File: config.mk
export PLATFORM = sky130hd
export DESIGN_NAME = bfd_dma_write_port
export DESIGN_NICKNAME = d
export VERILOG_FILES = /design/src/bfd_pkg.sv /design/src/bfd_byte_mem.sv /design/src/bfd_dma_write_port.sv
export SDC_FILE = /design/constraint.sdc
export NUM_CORES = 1
export LEC_CHECK = 0
export ABC_AREA = 0
export BUFFER_PORTS_ARGS = -buffer_cell sky130_fd_sc_hd__buf_2
export CAP_MARGIN = 10
export CELL_PAD_IN_SITES_DETAIL_PLACEMENT = 0
export CELL_PAD_IN_SITES_GLOBAL_PLACEMENT = 2
export CORE_ASPECT_RATIO = 1.1
export CORE_UTILIZATION = 29
export CTS_CLUSTER_DIAMETER = 150
export CTS_CLUSTER_SIZE = 30
export DETAILED_ROUTE_END_ITERATION = 12
export GPL_TIMING_DRIVEN = 0
export PLACE_DENSITY_LB_ADDON = 0.25
export SLEW_MARGIN = 25
export SYNTH_ARGS = -nofsm -noshare
export SYNTH_HDL_FRONTEND = slang
export SYNTH_SLANG_ARGS = --single-unit
export TNS_END_PERCENT = 1
File: constraint.sdc
create_clock -name sys_clk -period 4.3 [get_ports sys_clk]
set_input_delay 0.215 -clock sys_clk [delete_from_list [all_inputs] [get_ports sys_clk]]
set_output_delay 0.215 -clock sys_clk [all_outputs]
set_load 0.005 [all_outputs]
File: src/bfd_pkg.sv
package bfd_pkg;

  localparam int FIFO_DEPTH = 64;
  localparam int CNT_W = 7;
  localparam int PTR_W = 6;
  localparam logic [7:0] EP1_FIFO_ADDR = 8'h40;

  localparam int CLK_MHZ = 25;
  // Longest request re-enable time, rounded down, at least one cycle
  localparam int REQ_ENABLE_NS = 63;
  localparam int REQ_ENABLE_RAW = (REQ_ENABLE_NS * CLK_MHZ) / 1000;
  localparam int REQ_ENABLE_CYC = (REQ_ENABLE_RAW < 1) ? 1 : REQ_ENABLE_RAW;
  // Extra cycles added per unit of the programmed request spacing
  localparam int SPACING_UNIT_CYC = 1;
  localparam int GAP_W = 12;

  localparam logic RESET_REQ_ACTIVE_HIGH = 1'b0;
  localparam logic RESET_ACK_ACTIVE_HIGH = 1'b1;

  typedef enum logic [1:0] {
    LINE_SE0,
    LINE_DIFF0,
    LINE_DIFF1,
    LINE_UNDEF
  } bfd_line_t;

  typedef struct packed {
    logic dma_enable;
    logic demand_mode;
    logic dual_address;
    logic wide_16;
    logic fifo_is_rx;
    logic req_active_high;
    logic ack_active_high;
    logic [7:0] dma_request_spacing;
    logic [CNT_W-1:0] payload_size;
  } bfd_ctrl_t;

  typedef struct packed {
    logic cs_n;
    logic wr_n;
    logic dma_acknowledge;
    logic [7:0] address_lines;
    logic [15:0] data;
  } bfd_bus_t;

  typedef struct packed {
    logic packet_ready;
    logic fifo_full;
    logic fifo_empty;
    logic [CNT_W-1:0] byte_count;
    bfd_line_t line_state;
  } bfd_status_t;

endpackage

File: src/bfd_byte_mem.sv
module bfd_byte_mem #(
  parameter int WIDTH = 8,
  parameter int DEPTH = 64,
  parameter int AW = 6
) (
  input wire logic sys_clk,
  input wire logic ce,
  input wire logic we,
  input wire logic [AW-1:0] waddr,
  input wire logic [WIDTH-1:0] wdata,
  input wire logic re,
  input wire logic [AW-1:0] raddr,
  output logic [WIDTH-1:0] rdata
);

  logic [WIDTH-1:0] mem [DEPTH];

  // Refuse sizes that the address width cannot reach
  if (DEPTH > (1 << AW) || WIDTH < 1) begin : g_bad_size
    $error("bfd_byte_mem: depth does not fit address width");
  end

  always_ff @(posedge sys_clk) begin
    if (ce && we) begin
      mem[waddr] <= wdata;
    end
  end

  // Registered read keeps the data output free of memory decode glitches
  always_ff @(posedge sys_clk) begin
    if (ce && re) begin
      rdata <= mem[raddr];
    end
  end

endmodule

File: src/bfd_dma_write_port.sv
// Summary of operation
// - Dual-address mode ignores acknowledge; write needs select and strobe.
// - Single-address mode ignores address and select; acknowledge and strobe.
// - Single mode re-request delay is lengthened by the spacing value.
// - Demand mode drops request at the write reaching the payload size.
// - Software packet-ready ends a partial fill as a complete packet.
// - Line pair decodes to SE0, differential zero, one, or undefined.
// - Single mode drops request after every completed transfer.
// - Only the bulk endpoint one FIFO takes part in DMA.
// - Request resets active low, acknowledge active high; both programmable.
module bfd_dma_write_port
  import bfd_pkg::*;
(
  input wire logic sys_clk,
  input wire logic rstn,
  input wire logic ce,
  input bfd_pkg::bfd_ctrl_t ctrl,
  input wire logic packet_ready_set,
  input bfd_pkg::bfd_bus_t bus,
  input wire logic usb_dp,
  input wire logic usb_dm,
  input wire logic tx_read,
  input wire logic packet_sent,
  output logic dma_request,
  output logic [7:0] tx_data,
  output bfd_pkg::bfd_status_t status
);

  import bfd_pkg::*;

  typedef enum logic [1:0] {
    ST_IDLE,
    ST_REQ,
    ST_RELEASE,
    ST_GAP
  } bfd_state_t;

  function automatic bfd_line_t line_decode(input logic dp, input logic dm);
    unique case ({dp, dm})
      2'b00: line_decode = LINE_SE0;
      2'b01: line_decode = LINE_DIFF0;
      2'b10: line_decode = LINE_DIFF1;
      default: line_decode = LINE_UNDEF;
    endcase
  endfunction

  bfd_bus_t bus_m_reg, bus_s_reg;
  logic [1:0] dp_m_reg, dm_m_reg;
  logic dp_s_reg, dm_s_reg;
  logic qual, qual_d_reg, wr_event, room, byte_we, hi_pend_reg;
  logic [7:0] hi_byte_reg, wbyte;
  logic [CNT_W-1:0] cnt_reg;
  logic [PTR_W-1:0] wptr_reg, rptr_reg;
  logic pkt_ready_reg, full, req_active, ack_on, cs_sel, final_byte;
  bfd_state_t state_reg, state_next;
  logic [GAP_W-1:0] gap_reg;
  bfd_line_t line_reg;

  // Pins are asynchronous to sys_clk: bus pins pass two flops, line pins three, before any use
  always_ff @(posedge sys_clk or negedge rstn) begin
    if (!rstn) begin
      bus_m_reg <= '{cs_n: 1'b1, wr_n: 1'b1, default: '0};
      bus_s_reg <= '{cs_n: 1'b1, wr_n: 1'b1, default: '0};
      dp_m_reg <= 2'h0;
      dm_m_reg <= 2'h0;
      dp_s_reg <= 1'b0;
      dm_s_reg <= 1'b0;
    end else if (ce) begin
      bus_m_reg <= bus;
      bus_s_reg <= bus_m_reg;
      dp_m_reg <= {dp_m_reg[0], usb_dp};
      dm_m_reg <= {dm_m_reg[0], usb_dm};
      dp_s_reg <= dp_m_reg[1];
      dm_s_reg <= dm_m_reg[1];
    end
  end

  assign ack_on = bus_s_reg.dma_acknowledge == ctrl.ack_active_high;
  // only the endpoint one FIFO address selects in dual mode
  assign cs_sel = !bus_s_reg.cs_n && bus_s_reg.address_lines == EP1_FIFO_ADDR;
  // qualify by whichever select goes active last
  assign qual = ctrl.dma_enable && !ctrl.fifo_is_rx && !bus_s_reg.wr_n &&
                (ctrl.dual_address ? cs_sel : ack_on);
  assign wr_event = qual && !qual_d_reg;

  always_ff @(posedge sys_clk or negedge rstn) begin
    if (!rstn) begin
      qual_d_reg <= 1'b0;
    end else if (ce) begin
      qual_d_reg <= qual;
    end
  end

  assign full = cnt_reg == CNT_W'(FIFO_DEPTH);
  assign room = !full && !pkt_ready_reg && cnt_reg != ctrl.payload_size;
  // Upper byte of a 16-bit write lands one cycle after the lower byte
  assign byte_we = (wr_event && room && !hi_pend_reg) || hi_pend_reg;
  assign wbyte = hi_pend_reg ? hi_byte_reg : bus_s_reg.data[7:0];
  assign final_byte = byte_we && (cnt_reg + CNT_W'(1)) == ctrl.payload_size;

  always_ff @(posedge sys_clk or negedge rstn) begin
    if (!rstn) begin
      hi_pend_reg <= 1'b0;
      hi_byte_reg <= 8'h00;
    end else if (ce) begin
      hi_pend_reg <= wr_event && room && !hi_pend_reg && ctrl.wide_16 &&
                     !final_byte;
      hi_byte_reg <= bus_s_reg.data[15:8];
    end
  end

  always_ff @(posedge sys_clk or negedge rstn) begin
    if (!rstn) begin
      cnt_reg <= '0;
      wptr_reg <= '0;
      rptr_reg <= '0;
    end else if (ce) begin
      if (packet_sent) begin
        cnt_reg <= '0;
        wptr_reg <= '0;
        rptr_reg <= '0;
      end else begin
        if (byte_we) begin
          cnt_reg <= cnt_reg + CNT_W'(1);
          wptr_reg <= wptr_reg + PTR_W'(1);
        end
        if (tx_read) begin
          rptr_reg <= rptr_reg + PTR_W'(1);
        end
      end
    end
  end

  // packet complete at payload size or by software; set beats clear
  always_ff @(posedge sys_clk or negedge rstn) begin
    if (!rstn) begin
      pkt_ready_reg <= 1'b0;
    end else if (ce) begin
      if (final_byte || packet_ready_set) begin
        pkt_ready_reg <= 1'b1;
      end else if (packet_sent) begin
        pkt_ready_reg <= 1'b0;
      end
    end
  end

  always_comb begin
    state_next = state_reg;
    unique case (state_reg)
      ST_IDLE: begin
        if (ctrl.dma_enable && !ctrl.fifo_is_rx) begin
          state_next = ST_REQ;
        end
      end
      ST_REQ: begin
        if (!ctrl.dma_enable) begin
          state_next = ST_IDLE;
        end else if (wr_event && !ctrl.demand_mode) begin
          // single mode gives the bus back after each transfer
          state_next = ST_RELEASE;
        end
      end
      ST_RELEASE: begin
        if (!qual && !hi_pend_reg) begin
          state_next = ST_GAP;
        end
      end
      ST_GAP: begin
        if (gap_reg == '0) begin
          state_next = ST_IDLE;
        end
      end
    endcase
  end

  always_ff @(posedge sys_clk or negedge rstn) begin
    if (!rstn) begin
      state_reg <= ST_IDLE;
    end else if (ce) begin
      state_reg <= state_next;
    end
  end

  // gap grows with the programmed spacing
  always_ff @(posedge sys_clk or negedge rstn) begin
    if (!rstn) begin
      gap_reg <= '0;
    end else if (ce) begin
      if (state_reg == ST_RELEASE) begin
        gap_reg <= GAP_W'(REQ_ENABLE_CYC - 1) +
                   GAP_W'(ctrl.dma_request_spacing) * GAP_W'(SPACING_UNIT_CYC);
      end else if (gap_reg != '0) begin
        gap_reg <= gap_reg - GAP_W'(1);
      end
    end
  end

  // no request without space or in reception; none once packet done
  assign req_active = state_reg == ST_REQ && ctrl.dma_enable &&
                      !ctrl.fifo_is_rx && !full && !pkt_ready_reg &&
                      !hi_pend_reg;
  assign dma_request = ctrl.req_active_high ? req_active : !req_active;

  always_ff @(posedge sys_clk or negedge rstn) begin
    if (!rstn) begin
      line_reg <= LINE_SE0;
    end else if (ce) begin
      line_reg <= line_decode(dp_s_reg, dm_s_reg);
    end
  end

  bfd_byte_mem #(
    .WIDTH(8),
    .DEPTH(FIFO_DEPTH),
    .AW(PTR_W)
  ) u_mem (
    .sys_clk(sys_clk),
    .ce(ce),
    .we(byte_we),
    .waddr(wptr_reg),
    .wdata(wbyte),
    .re(tx_read),
    .raddr(rptr_reg),
    .rdata(tx_data)
  );

  assign status = '{packet_ready: pkt_ready_reg, fifo_full: full,
                    fifo_empty: cnt_reg == '0, byte_count: cnt_reg,
                    line_state: line_reg};
endmodule

==> metrics.md, run 1 <==
| Metric | Value |
|---|---|
| Arithmetic-cell share of the synthesized area counting full adders, half adders and majority gates | 0.00247 |
| Area Growth Syn to Fin | 12.1% |
| Initial core utilization | 0.293 |
| #FFs+latches synth | 626 |
| Commonest non-fill, non-tap cells in the layout | sky130_fd_sc_hd__edfxtp_1 (520), sky130_fd_sc_hd__mux4_2 (160), sky130_fd_sc_hd__dfrtp_1 (102) |
| Clk_lat worst skew | between 0.6 and 0.7 ns |
| Critical path startpoint category | flop |
| Count of nets left with antenna violations after detail routing | 0 |
| Synth top area share | 0.617 |
| Vias per Instance | around 4.7 |
| DRC violation count after routing | 0 |
| Final core occ | 0.328 |
| Number of antenna cells inserted | 0 |
| Multiplexer share of the synthesized area | 0.185 |
| Die Span Y | a little over 300 µm |
| Sequential-to-total area share from yosys stat | 0.722 |
| Combinational family with the most area after synthesis | multiplexers |
| Synthesized-area fraction occupied by xor and xnor cells | 0.00934 |
| First-pass GRT wire length | about 90000 µm |
| Launch point of the worst hold path | ctrl[17] |
| Primary flip-flop cell chosen by synthesis mapping | sky130_fd_sc_hd__edfxtp_1 |
| Worst reg-to-reg path cell count | 6 |
| Final worst path period share | 0.968 |
| Minimum setup slack after placement | ~0.047 ns |
| MaxCap Viol Count | 0 |
| Ys async rst share | 0.169 |
| Actual slew at the worst max-slew pin | around 1.0 ns |
| Worst path setup slack after routing | roughly 0.14 ns |
| Clock Sinks | around 630 |
| CTS H-tree lvls | 1 |
| Sort of element at the end of the critical path | flop |
| TritonCTS clock tree | built |
| Routed Wire Length | between 60000 and 70000 µm |
| Worst setup path category | flop to flop |
| First-pass DRT Iterations | 4 |
| Data required, critical path | about 4.5 ns |
| Final weighted congestion in routability-driven placement | 0.772 |
| Final non-filler cell area | approximately 28000 µm² |
| GRT overflow | 0 |
| Rows | between 100 and 150 |
| Post-placement cell area | between 20000 and 30000 µm² |
| Buffer cell driving the clock tree root | sky130_fd_sc_hd__clkbuf_16 |
| Power density relative to cell area | between 400 and 500 nW/µm² |
| Final min period | between 4 and 5 ns |
| Max Buffers Root-to-Sink | 3 |
| Number of setup violations in the final report | 0 |
| Outcome | completed |
| Number of top-level pins | 78 |
| Fin nets | approximately 1500 |
| Max VDD drop | 336 µV |
| Clock-pin slew reported for the worst setup and hold paths after clock tree synthesis | ~0.12 ns |
| Overall Global Routing Usage | 0.141 |
| Clock skew | roughly 0.054 ns |
| Largest area contributor in the synthesized netlist | sky130_fd_sc_hd__edfxtp_1 |
| Reg-to-Reg End | u_mem.mem[13][7]$_DFFE_PP_ |
| TritonCTS buffer count | 24 |
| Crit Reg-Reg Startpoint | bus_s_reg[21]$_DFFE_PN0P_ |
| Largest fanout of any net on the critical path | 8 |
| Gate count after technology mapping | roughly 1300 |
| Simple-gate portion of the synthesized area | 0.0403 |
| Number of setup buffers added after CTS | 0 |
| Endpoint with the worst hold slack | state_reg[0]$_DFFE_PN0P_ |
| Detailed-placement wirelength estimate | ~40000 µm |
| Via count of the first global-routing pass | about 13000 |
| Number of antenna violations at the first check in global routing | 1 |
| Hold Crit Class | input port to flop |
| Setup slack on the worst flop-to-flop path | around 0.14 ns |
| Most frequent standard cell in the layout excluding fill and tap cells | sky130_fd_sc_hd__edfxtp_1 |
| Post-synthesis cell area | 25300 µm² |
| Distinct cells, synth | 63 |
| Data arrival, critical path | 4.40 ns |
| Vias after detailed routing | ~12000 |
| Detail-routed net length per standard cell | approximately 24 µm |
| Avg Cell Area, Syn | 19.7 µm² |
| Total of warnings raised by yosys | 0 |
| Share of final-layout standard cells stronger than drive strength 1 | 0.285 |
| Max FFs per register | roughly 510 |
| Worst rel slew slack | 0.314 |
| DRC violation total after the first TritonRoute iteration | approximately 830 |
| Die Span X | around 280 µm |
| Largest net degree at the start of global routing | 73 |
| Cells taking the most area after synthesis | sky130_fd_sc_hd__edfxtp_1 (62%), sky130_fd_sc_hd__mux4_2 (14%), sky130_fd_sc_hd__dfrtp_1 (10%), sky130_fd_sc_hd__mux2_2 (3.8%), sky130_fd_sc_hd__nor2_1 (1.2%) |
| Unrepaired setup endpoints after global routing | yes |
| Number of flops mapped to enable cells by yosys | 520 |
| Number of buffers added on ports | 77 |
| Number of hold violations in the final report | 0 |
| Hold Path Depth | 5 |
| Area of the core | around 86000 µm² |
| Static leakage | approximately 9 nW |
| Post-synth net total | 1348 |
| Full die area | 88500 µm² |
| Pins over their slew limit | 0 |
| Post-synthesis compound-gate area fraction | 0.0222 |
| Fmax achieved | 240 MHz |
## synth_stat cells, types with 6 or more instances
cell type / instances
sky130_fd_sc_hd__edfxtp_1: 520
sky130_fd_sc_hd__mux4_2: 160
sky130_fd_sc_hd__dfrtp_1: 102
sky130_fd_sc_hd__mux2_2: 86
sky130_fd_sc_hd__nor2_1: 81
sky130_fd_sc_hd__clkbuf_1: 37
sky130_fd_sc_hd__nand2_1: 33
sky130_fd_sc_hd__o21ai_0: 18
sky130_fd_sc_hd__a21oi_1: 17
sky130_fd_sc_hd__xnor2_1: 16
sky130_fd_sc_hd__buf_2: 15
sky130_fd_sc_hd__nand3_1: 15
sky130_fd_sc_hd__inv_1: 14
sky130_fd_sc_hd__o22ai_1: 13
sky130_fd_sc_hd__mux2i_1: 12
sky130_fd_sc_hd__xor2_1: 11
sky130_fd_sc_hd__buf_1: 10
sky130_fd_sc_hd__nor2_2: 8
sky130_fd_sc_hd__o21ai_1: 8
sky130_fd_sc_hd__nor3_1: 7
sky130_fd_sc_hd__buf_6: 6
## final cells by class
type	count	area, µm²
fillers	8232	58000
multi-input cells	570	6610
clock buffers	42	668
well taps	1150	1440
repair buffers	123	870
inverters	14	52.6
flip-flops and latches	626	18300
clock inverters	2	46.3
plain buffers	76	413
## kinds of logic after synthesis
kind of cell,after synthesis
adder cells (fa/ha/maj),5
buffers and inverters,90
XOR/XNOR,27
multiplexers,258
AND/OR/NAND/NOR,195
AO/OA/AOI/OAI,85
flip-flops,626
## layer usage
layer / vias up / track usage / wire length, µm
met5: - / 0 / 0
met2: 223 / 0.233 / 30300
met3: 50 / 0.0149 / 2190
met1: 6622 / 0.200 / 28400
met4: 0 / 0.0306 / 1160
li1: 5438 / - / -
## stage by stage
step / cells / TNS (ns) / power (mW) / hold WS (ns)
after floorplan: 1286 / 0 / 8.37 / -0.0806
after global placement: 2513 / 0 / 9.06 / 0.448
after detailed placement: 2514 / 0 / 9.11 / 0.163
after CTS: 2603 / 0 / 12.1 / 0.0213
after global routing: 2603 / -0.411 / 12.4 / 0.0491
final: 2603 / 0 / 11.9 / 0.0538
## worst max path at each step
stage / slack [ns] / endpoint / start
floorplan: 1.52 / u_mem.mem[48][0]$_DFFE_PP_ / bus_s_reg[17]$_DFFE_PN0P_
finish: 0.14 / u_mem.mem[13][7]$_DFFE_PP_ / bus_s_reg[21]$_DFFE_PN0P_
global placement: 0.05 / u_mem.mem[53][6]$_DFFE_PP_ / bus_s_reg[21]$_DFFE_PN0P_
detailed placement: 0.05 / u_mem.mem[37][5]$_DFFE_PP_ / bus_s_reg[21]$_DFFE_PN0P_
global route: -0.03 / u_mem.mem[5][1]$_DFFE_PP_ / bus_s_reg[21]$_DFFE_PN0P_
CTS: 0.04 / u_mem.mem[45][4]$_DFFE_PP_ / bus_s_reg[21]$_DFFE_PN0P_
## repair_timing
| action | CTS | global route |
|---|---|---|
| cloned | 0 | 0 |
| endpoints found under the hold margin | 144 | 0 |
| hold buffers | 45 | 0 |
| pin swaps | 0 | 0 |
| setup endpoints to repair | 2 | 16 |
| gates resized for setup | 1 | 1 |
## power by group
group          internal [mW]  leakage, nW  switching [mW]  total, mW
Clock                   1.14        0.338            1.83       2.97
Sequential              6.91         5.97           0.129       7.04
Combinational          0.821         2.70            1.09       1.91
Total                   8.88         9.01            3.04       11.9
## worst max-delay path, cell delays in order (launching register included)
cell and delay [ns]:
sky130_fd_sc_hd__dfrtp_1 0.39, sky130_fd_sc_hd__or4b_1 0.60, sky130_fd_sc_hd__o32ai_4 0.36, sky130_fd_sc_hd__o211ai_2 0.30, sky130_fd_sc_hd__a21oi_2 0.32, sky130_fd_sc_hd__nand4_1 0.81
sky130_fd_sc_hd__nor2_1 0.98
No activity file was read; power rests on OpenSTA's default activity.
==> run 2: changes to the inputs <==
Settings changed: SYNTH_HIERARCHICAL set to 1.
==> metrics.md, run 2 <==
| Metric | Value |
|---|---|
| Final worst path period share | 0.988 (+0.0195) |
| MaxCap Viol Count | 0 (unchanged) |
| Internal power summed over all cells | 8.88 mW (about the same) |
| Post-synth top cells | sky130_fd_sc_hd__edfxtp_1 (520), sky130_fd_sc_hd__mux4_2 (130), sky130_fd_sc_hd__dfrtp_1 (102) |
| Fmax achieved | 235 MHz (-2.0%) |
| Total of warnings raised by yosys | 6 (+6) |
| Number of hold violations in the final report | 0 (unchanged) |
| Vias after detailed routing | 12900 (+4.6%) |
| Routed Wire Length | 65500 µm (+5.6%) |
| Synth top area share | 0.617 (about the same) |
| Largest area contributor in the synthesized netlist | sky130_fd_sc_hd__edfxtp_1 |
| Detail-routed net length per standard cell | 24.7 µm (+3.6%) |
| First-pass GRT wire length | 96100 µm (+4.7%) |
| Clock Sinks | 626 (unchanged) |
| Net Sw Power | 3.11 mW (+2.0%) |
| Post-synthesis cell area | 25300 µm² (about the same) |
| Cells taking the most area after synthesis | sky130_fd_sc_hd__edfxtp_1 (62%), sky130_fd_sc_hd__mux4_2 (12%), sky130_fd_sc_hd__dfrtp_1 (10%), sky130_fd_sc_hd__mux2_2 (3.6%), sky130_fd_sc_hd__mux2i_1 (1.5%) |
| Fin nets | 1554 (+3.8%) |
| Number of setup buffers added after CTS | 0 (unchanged) |
| Share of final-layout standard cells stronger than drive strength 1 | 0.258 (-0.0266) |
| #FFs+latches synth | 626 (unchanged) |
| Setup TNS Final | 0 ns (unchanged) |
| Share of total power consumed by net switching | 0.259 (+0.00375) |
| Ys async rst share | 0.169 (unchanged) |
| Clock group share of total power | 0.246 (-0.003) |
| TritonCTS buffer count | 24 (unchanged) |
| Slowest CP cell | sky130_fd_sc_hd__nor2_1 |
| Power density relative to cell area | 422 nW/µm² (+0.41%) |
| DRC violation count after routing | 0 (unchanged) |
| Initial core utilization | 0.293 (about the same) |
| Sequential-to-total area share from yosys stat | 0.722 (about the same) |
| Post-synthesis compound-gate area fraction | 0.0294 (+0.00718) |
| Fill cells | 8327 (+1.2%) |
| Final core occ | 0.329 (+0.000492) |
| Hold Crit Class | input port to flop |
| Area of the core | 86400 µm² (unchanged) |
| Worst setup path category | flop to flop |
| Actual slew at the worst max-slew pin | 1.05 ns (+0.0223 ns) |
| Combinational family with the most area after synthesis | multiplexers |
| Sort of element at the end of the critical path | flop |
| Part of the total power dissipated in combinational logic | 0.161 (about the same) |
| Data required, critical path | 4.52 ns (about the same) |
| Max VDD drop | 275 µV (-18%) |
| Number of setup violations in the final report | 0 (unchanged) |
| Clk_lat worst skew | 0.61 ns (-0.02 ns) |
| Primary flip-flop cell chosen by synthesis mapping | sky130_fd_sc_hd__edfxtp_1 |
| Simple-gate portion of the synthesized area | 0.0447 (+0.00436) |
| Vias per Instance | 4.86 (+2.6%) |
| Multiplexer share of the synthesized area | 0.176 (-0.00930) |
| Commonest non-fill, non-tap cells in the layout | sky130_fd_sc_hd__edfxtp_1 (520), sky130_fd_sc_hd__mux4_2 (130), sky130_fd_sc_hd__dfrtp_1 (102) |
| Die Span X | 284 µm (about the same) |
| CP peak stage delay | 0.92 ns (-0.06 ns) |
| Area taken by multi-input logic gates | 6610 µm² (about the same) |
| Number of antenna violations at the first check in global routing | 1 (unchanged) |
| Number of flops mapped to enable cells by yosys | 520 (unchanged) |
| Arithmetic-cell share of the synthesized area counting full adders, half adders and majority gates | 0.00247 (about the same) |
| Unrepaired setup endpoints after global routing | yes |
| Logic depth of the worst path, buffers included | 9 (+3) |
| Minimum setup slack after placement | -0.0390 ns (-0.0865 ns) |
| Total power after layout | 12.0 mW (+0.56%) |
| Count of nets left with antenna violations after detail routing | 0 (unchanged) |
| CTS H-tree lvls | 1 (unchanged) |
| Full die area | 88400 µm² (about the same) |
| Largest net degree at the start of global routing | 65 (-11%) |
| Critical path startpoint category | flop |
| Sequential share of power | 0.593 (+0.002) |
| Number of top-level pins | 78 (unchanged) |
| Number of buffers added on ports | 77 (unchanged) |
| Data arrival, critical path | 4.47 ns (+0.07 ns) |
| Critical Path, Cell by Cell | nor4_1 -> a32oi_1 -> or3_4 -> o31a_2 -> inv_2 -> buf_4 -> and3_1 -> nand3_1 -> nor2_1 |
| Most common cell in the netlist | sky130_fd_sc_hd__edfxtp_1 |
| Via count of the first global-routing pass | 13600 (+5.0%) |
| Most frequent standard cell in the layout excluding fill and tap cells | sky130_fd_sc_hd__edfxtp_1 |
| Hold Path Depth | 3 (-2) |
| Largest fanout of any net on the critical path | 11 (+3) |
| Seq. cell area | 18300 µm² (unchanged) |
| Distinct cells, synth | 61 (-3.2%) |
| Static leakage | 8.94 nW (-0.71%) |
| GRT overflow | 0 (unchanged) |
| Worst rel slew slack | 0.297 (-0.0175) |
| Avg Cell Area, Syn | 18.9 µm² (-4.2%) |
| Buffer cell driving the clock tree root | sky130_fd_sc_hd__clkbuf_16 |
| Outcome | completed |
| Max FFs per register | 512 (unchanged) |
| Post-synth net total | 1404 (+4.2%) |
| Number of buffers and inverters on the critical path | 2 (+2) |
| Pins over their slew limit | 0 (unchanged) |
| Detailed-placement wirelength estimate | 43200 µm (+5.0%) |
| DRC violation total after the first TritonRoute iteration | 1055 (+27%) |
| Overall Global Routing Usage | 0.148 (+0.00689) |
| Final weighted congestion in routability-driven placement | 0.759 (-1.7%) |
| First-pass DRT Iterations | 5 (+1) |
| Worst reg-to-reg path cell count | 9 (+3) |
| Family with the most delay on the worst path | simple AND/OR/NAND/NOR gates |
| Clock-pin slew reported for the worst setup and hold paths after clock tree synthesis | 0.12 ns (about the same) |
| Die Span Y | 312 µm (about the same) |
| Rows | 113 (unchanged) |
| Max Buffers Root-to-Sink | 3 (unchanged) |
| Synthesized-area fraction occupied by xor and xnor cells | 0.00519 (-0.00415) |
| Gate count after technology mapping | 1342 (+4.4%) |
| Final min period | 4.25 ns (+0.0837 ns) |
| Clock skew | 0.0353 ns (-0.0186 ns) |
| Worst path setup slack after routing | 0.0527 ns (-0.0837 ns) |
| TritonCTS clock tree | built |
| Area Growth Syn to Fin | 12.3% |
run 2: cell count changes after synthesis, sizes merged, moves of 8 or more:
cell / change
mux4: -21
buf: +8
xnor2: -9
nand3: +13
mux2i: +27
clkbuf: -10
run 2: layout make-up:
class                      instances  area share
inverter                          16     0.00211
antenna                            2    0.000176
tap                             1150      0.0506
clock buffer                      35      0.0233
sequential                       626       0.643
buffer                            74      0.0158
clock inverter                     1     0.00106
multi-input combinational        626       0.232
timing repair buffer             124      0.0314
run 2: worst paths after layout:
path | startpoint | to | slack [ns]
setup / recovery | bus_s_reg[17]$_DFFE_PN0P_ | u_mem/mem[15][2]$_DFFE_PP_ | 0.05
hold reg to reg | bus_m_reg[1]$_DFFE_PN0P_ | bus_s_reg[1]$_DFFE_PN0P_ | 0.51
min in group asynchronous | rstn | bus_s_reg[23]$_DFFE_PN0P_ | 0.10
hold / removal | packet_sent | wptr_reg[3]$_DFFE_PN0P_ | 0.04
max in group asynchronous | rstn | wptr_reg[4]$_DFFE_PN0P_ | 3.51
setup reg to reg | bus_s_reg[17]$_DFFE_PN0P_ | u_mem/mem[15][2]$_DFFE_PP_ | 0.05
run 2: metal layers:
layer  GRT usage  share of wire
met3      0.0128          0.031
met2       0.265           0.52
met5           0              0
met1       0.193           0.43
met4      0.0340          0.020
run 2: timing repair:
| item | 4_1_cts | 5_1_grt |
|---|---|---|
| setup endpoints to repair | 48 | 190 |
| hold endpoints to repair | 145 | 0 |
| hold buffers | 44 | 0 |
| pin swaps | 0 | 0 |
| resized for setup | 1 | 16 |
run 2: worst reg2reg max path, delay by kind of cell, from the launching register on:
family / cells / cell delay [ns]
AO/OA/AOI/OAI: 2 / 0.57
buffers and inverters: 2 / 0.31
flip-flops: 1 / 0.40
AND/OR/NAND/NOR: 5 / 2.60
run 2: logic make-up (layout without fill, tap and decap cells):
family / after synthesis / count (layout)
flip-flops: 626 / 626
multiplexers: 258 / 258
AND/OR/NAND/NOR: 234 / 234
AO/OA/AOI/OAI: 114 / 114
buffers and inverters: 90 / 250
XOR/XNOR: 15 / 15
adder cells (fa/ha/maj): 5 / 5
other: 0 / 2
run 2: stage by stage:
| step | hold slack, ns | cell area (µm²) | instances |
|---|---|---|---|
| floorplan | -0.0806 | 25300 | 1342 |
| global placement | 0.447 | 27100 | 2569 |
| detailed placement | 0.197 | 27200 | 2571 |
| CTS | 0.00943 | 28400 | 2651 |
| global route | 0.0351 | 28400 | 2653 |
| finish | 0.0408 | 28400 | 2654 |
run 2: power by group through the flow:
stage,Sequential (mW),Combinational [mW],Clock [mW]
6_report,7.10,1.93,2.95
5_1_grt,7.14,2.10,3.23
4_1_cts,7.11,1.98,3.07
3_5_place_dp,7.24,1.94,0
3_3_place_gp,7.24,1.90,0
2_1_floorplan,7.19,1.23,0
==> run 3: changes to the inputs <==
Settings changed: CTS_CLUSTER_DIAMETER 150 to 120, RECOVER_POWER set to 25, SYNTH_HIERARCHICAL 1 to unset.
==> metrics.md, run 3 (same netlist as run 1, synthesis figures left out) <==
| Metric | Value |
|---|---|
| CTS H-tree lvls | 1 (unchanged) |
| Cell count after placement | 2514 (-2.2%) |
| CP peak stage delay | 1.05 ns (+0.13 ns) |
| Number of antenna violations at the first check in global routing | 1 (unchanged) |
| Via count of the first global-routing pass | 13000 (-4.6%) |
| MaxCap Viol Count | 2 (+2) |
| Vias after detailed routing | 12400 (-4.1%) |
| Count of nets left with antenna violations after detail routing | 0 (unchanged) |
| Die Span Y | 312 µm (about the same) |
| Family with the most delay on the worst path | simple AND/OR/NAND/NOR gates |
| Actual slew at the worst max-slew pin | 2.26 ns (+1.21 ns) |
| Setup TNS Final | 0 ns (unchanged) |
| Number of setup buffers added after CTS | 0 (unchanged) |
| Clk_lat worst skew | 0.61 ns (about the same) |
| Largest fanout of any net on the critical path | 8 (-3) |
| Power density relative to cell area | 420 nW/µm² (-0.50%) |
| Fin nets | 1494 (-3.9%) |
| Area Growth Syn to Fin | 11.6% |
| Static leakage | 8.91 nW (-0.39%) |
| Final weighted congestion in routability-driven placement | 0.772 (+1.7%) |
| Pins over their slew limit | 109 (+109) |
| Final worst path period share | 0.976 (-0.0113) |
| Unrepaired setup endpoints after global routing | yes |
| Number of hold violations in the final report | 0 (unchanged) |
| Clock-pin slew reported for the worst setup and hold paths after clock tree synthesis | 0.12 ns (about the same) |
| Data required, critical path | 4.52 ns (about the same) |
| Clock Sinks | 626 (unchanged) |
| Outcome | finished, violations left |
| Layout Cells excl Fill | 2592 (-2.3%) |
| Sort of element at the end of the critical path | flop |
| TritonCTS buffer count | 24 (unchanged) |
| Fill cells | 8241 (-1.0%) |
| Failing checks | max-capacitance violations, max-slew violations |
| Initial core utilization | 0.293 (about the same) |
| Max VDD drop | 262 µV (-4.8%) |
| Hold Crit Class | input port to flop |
| Area of the core | 86400 µm² (unchanged) |
| Number of setup violations in the final report | 0 (unchanged) |
| Critical path startpoint category | flop |
| Rows | 113 (unchanged) |
| Most frequent standard cell in the layout excluding fill and tap cells | sky130_fd_sc_hd__edfxtp_1 |
| Number of top-level pins | 78 (unchanged) |
| Max Buffers Root-to-Sink | 3 (unchanged) |
| Die Span X | 284 µm (about the same) |
| Slowest CP cell | sky130_fd_sc_hd__nor2_1 |
| Number of buffers added on ports | 77 (unchanged) |
| First-pass DRT Iterations | 5 (unchanged) |
| TritonCTS clock tree | built |
| Worst setup path category | flop to flop |
| Number of buffers and inverters on the critical path | 0 (-2) |
| Full die area | 88500 µm² (about the same) |
| Final min period | 4.20 ns (-0.0486 ns) |
| Max FFs per register | 512 (unchanged) |
| Commonest non-fill, non-tap cells in the layout | sky130_fd_sc_hd__edfxtp_1 (520), sky130_fd_sc_hd__mux4_2 (160), sky130_fd_sc_hd__dfrtp_1 (102) |
| DRC violation count after routing | 0 (unchanged) |
| Routed Wire Length | 62000 µm (-5.5%) |
| GRT overflow | 0 (unchanged) |
| Critical Path, Cell by Cell | or4b_1 -> o32ai_4 -> o211ai_2 -> a21oi_2 -> nand4_1 -> nor2_1 |
| First-pass GRT wire length | 91600 µm (-4.7%) |
| Clock skew | 0.0281 ns (-0.00717 ns) |
| Data arrival, critical path | 4.42 ns (-0.05 ns) |
| Fmax achieved | 238 MHz (+1.2%) |
| DRC violation total after the first TritonRoute iteration | 805 (-24%) |
| Vias per Instance | 4.78 (-1.8%) |
| Overall Global Routing Usage | 0.140 (-0.00732) |
| Largest net degree at the start of global routing | 73 (+12%) |
| Detail-routed net length per standard cell | 23.9 µm (-3.2%) |
| Detailed-placement wirelength estimate | 41100 µm (-4.8%) |
| Buffer cell driving the clock tree root | sky130_fd_sc_hd__clkbuf_16 |
| Number of antenna cells inserted | 0 (-2) |
| Worst rel slew slack | -0.504 (-0.801) |
| Share of final-layout standard cells stronger than drive strength 1 | 0.273 (+0.0149) |
==> run 3: cell types whose count changed in the layout (fill, tap and decap cells not counted), sizes merged, moves of 7 or more <==
| cell | delta |
|---|---|
| buf | -31 |
| clkbuf | +30 |
| mux2i | -27 |
| mux4 | +21 |
| nand3 | -13 |
| xnor2 | +9 |
| nand2 | -7 |
| nand2b | -7 |
| o221ai | -7 |
==> run 3: timing repair <==
action                                  4_1_cts  5_1_grt
endpoints found under the setup margin        0       10
hold buffers                                 42        0
hold endpoints to repair                    143        0
resized for setup                             0        0
==> run 3: per-layer routing <==
metal | routed length [µm] | global-route usage
met5 | 0 | 0
met4 | 1110 | 0.0312
met3 | 2020 | 0.0136
met2 | 30500 | 0.234
met1 | 28300 | 0.199
==> run 3: metrics by stage <==
step / worst slack [ns] / total power [mW] / utilization / hold WS [ns] / instance area [µm²]
final: 0.101 / 11.9 / 0.327 / 0.0402 / 28200
after floorplan: 1.52 / 8.37 / - / -0.0806 / 25300
after global routing: -0.0250 / 12.3 / 0.327 / 0.0226 / 28200
after CTS: 0.00861 / 12.0 / 0.328 / 0.000358 / 28300
after detailed placement: 0.0474 / 9.11 / 0.315 / 0.163 / 27200
after global placement: 0.0547 / 9.06 / 0.314 / 0.448 / 27100
==> run 3: final cells by class <==
type	count	area, µm²	area share
timing repair buffer	120	790	0.0280
tap	1150	1440	0.0509
buffer	76	402	0.0142
inverter	14	52.6	0.00186
clock inverter	2	22.5	0.000797
multi-input combinational	570	6610	0.234
sequential	626	18300	0.647
clock buffer	34	659	0.0233
==> run 3: worst reg2reg max path, stage by stage (launching register included) <==
cell and delay (ns):
sky130_fd_sc_hd__dfrtp_1 0.39, sky130_fd_sc_hd__or4b_1 0.60, sky130_fd_sc_hd__o32ai_4 0.36, sky130_fd_sc_hd__o211ai_2 0.31, sky130_fd_sc_hd__a21oi_2 0.32, sky130_fd_sc_hd__nand4_1 0.78, sky130_fd_sc_hd__nor2_1 1.06
==> run 3: report_power, final <==
part / switching [mW] / internal, mW / leakage (nW) / total (mW)
Combinational: 1.09 / 0.811 / 2.61 / 1.90
Clock: 1.80 / 1.12 / 0.332 / 2.92
Sequential: 0.130 / 6.91 / 5.97 / 7.04
==> run 3: path summary, 6_finish.rpt <==
| kind | slack (ns) | endpoint | cells past startpoint | from |
|---|---|---|---|---|
| min in group asynchronous | 0.80 | cnt_reg[2]$_DFFE_PN0P_ | 2 | rstn |
| setup / recovery | 0.10 | u_mem.mem[37][0]$_DFFE_PP_ | 6 | bus_s_reg[21]$_DFFE_PN0P_ |
| hold / removal | 0.04 | hi_pend_reg$_DFFE_PN0P_ | 5 | ctrl[0] |
| max in group asynchronous | 0.76 | line_reg[0]$_DFFE_PN0P_ | 3 | rstn |
| hold reg to reg | 0.50 | bus_s_reg[14]$_DFFE_PN0P_ | 1 | bus_m_reg[14]$_DFFE_PN0P_ |
| setup reg to reg | 0.10 | u_mem.mem[37][0]$_DFFE_PP_ | 6 | bus_s_reg[21]$_DFFE_PN0P_ |
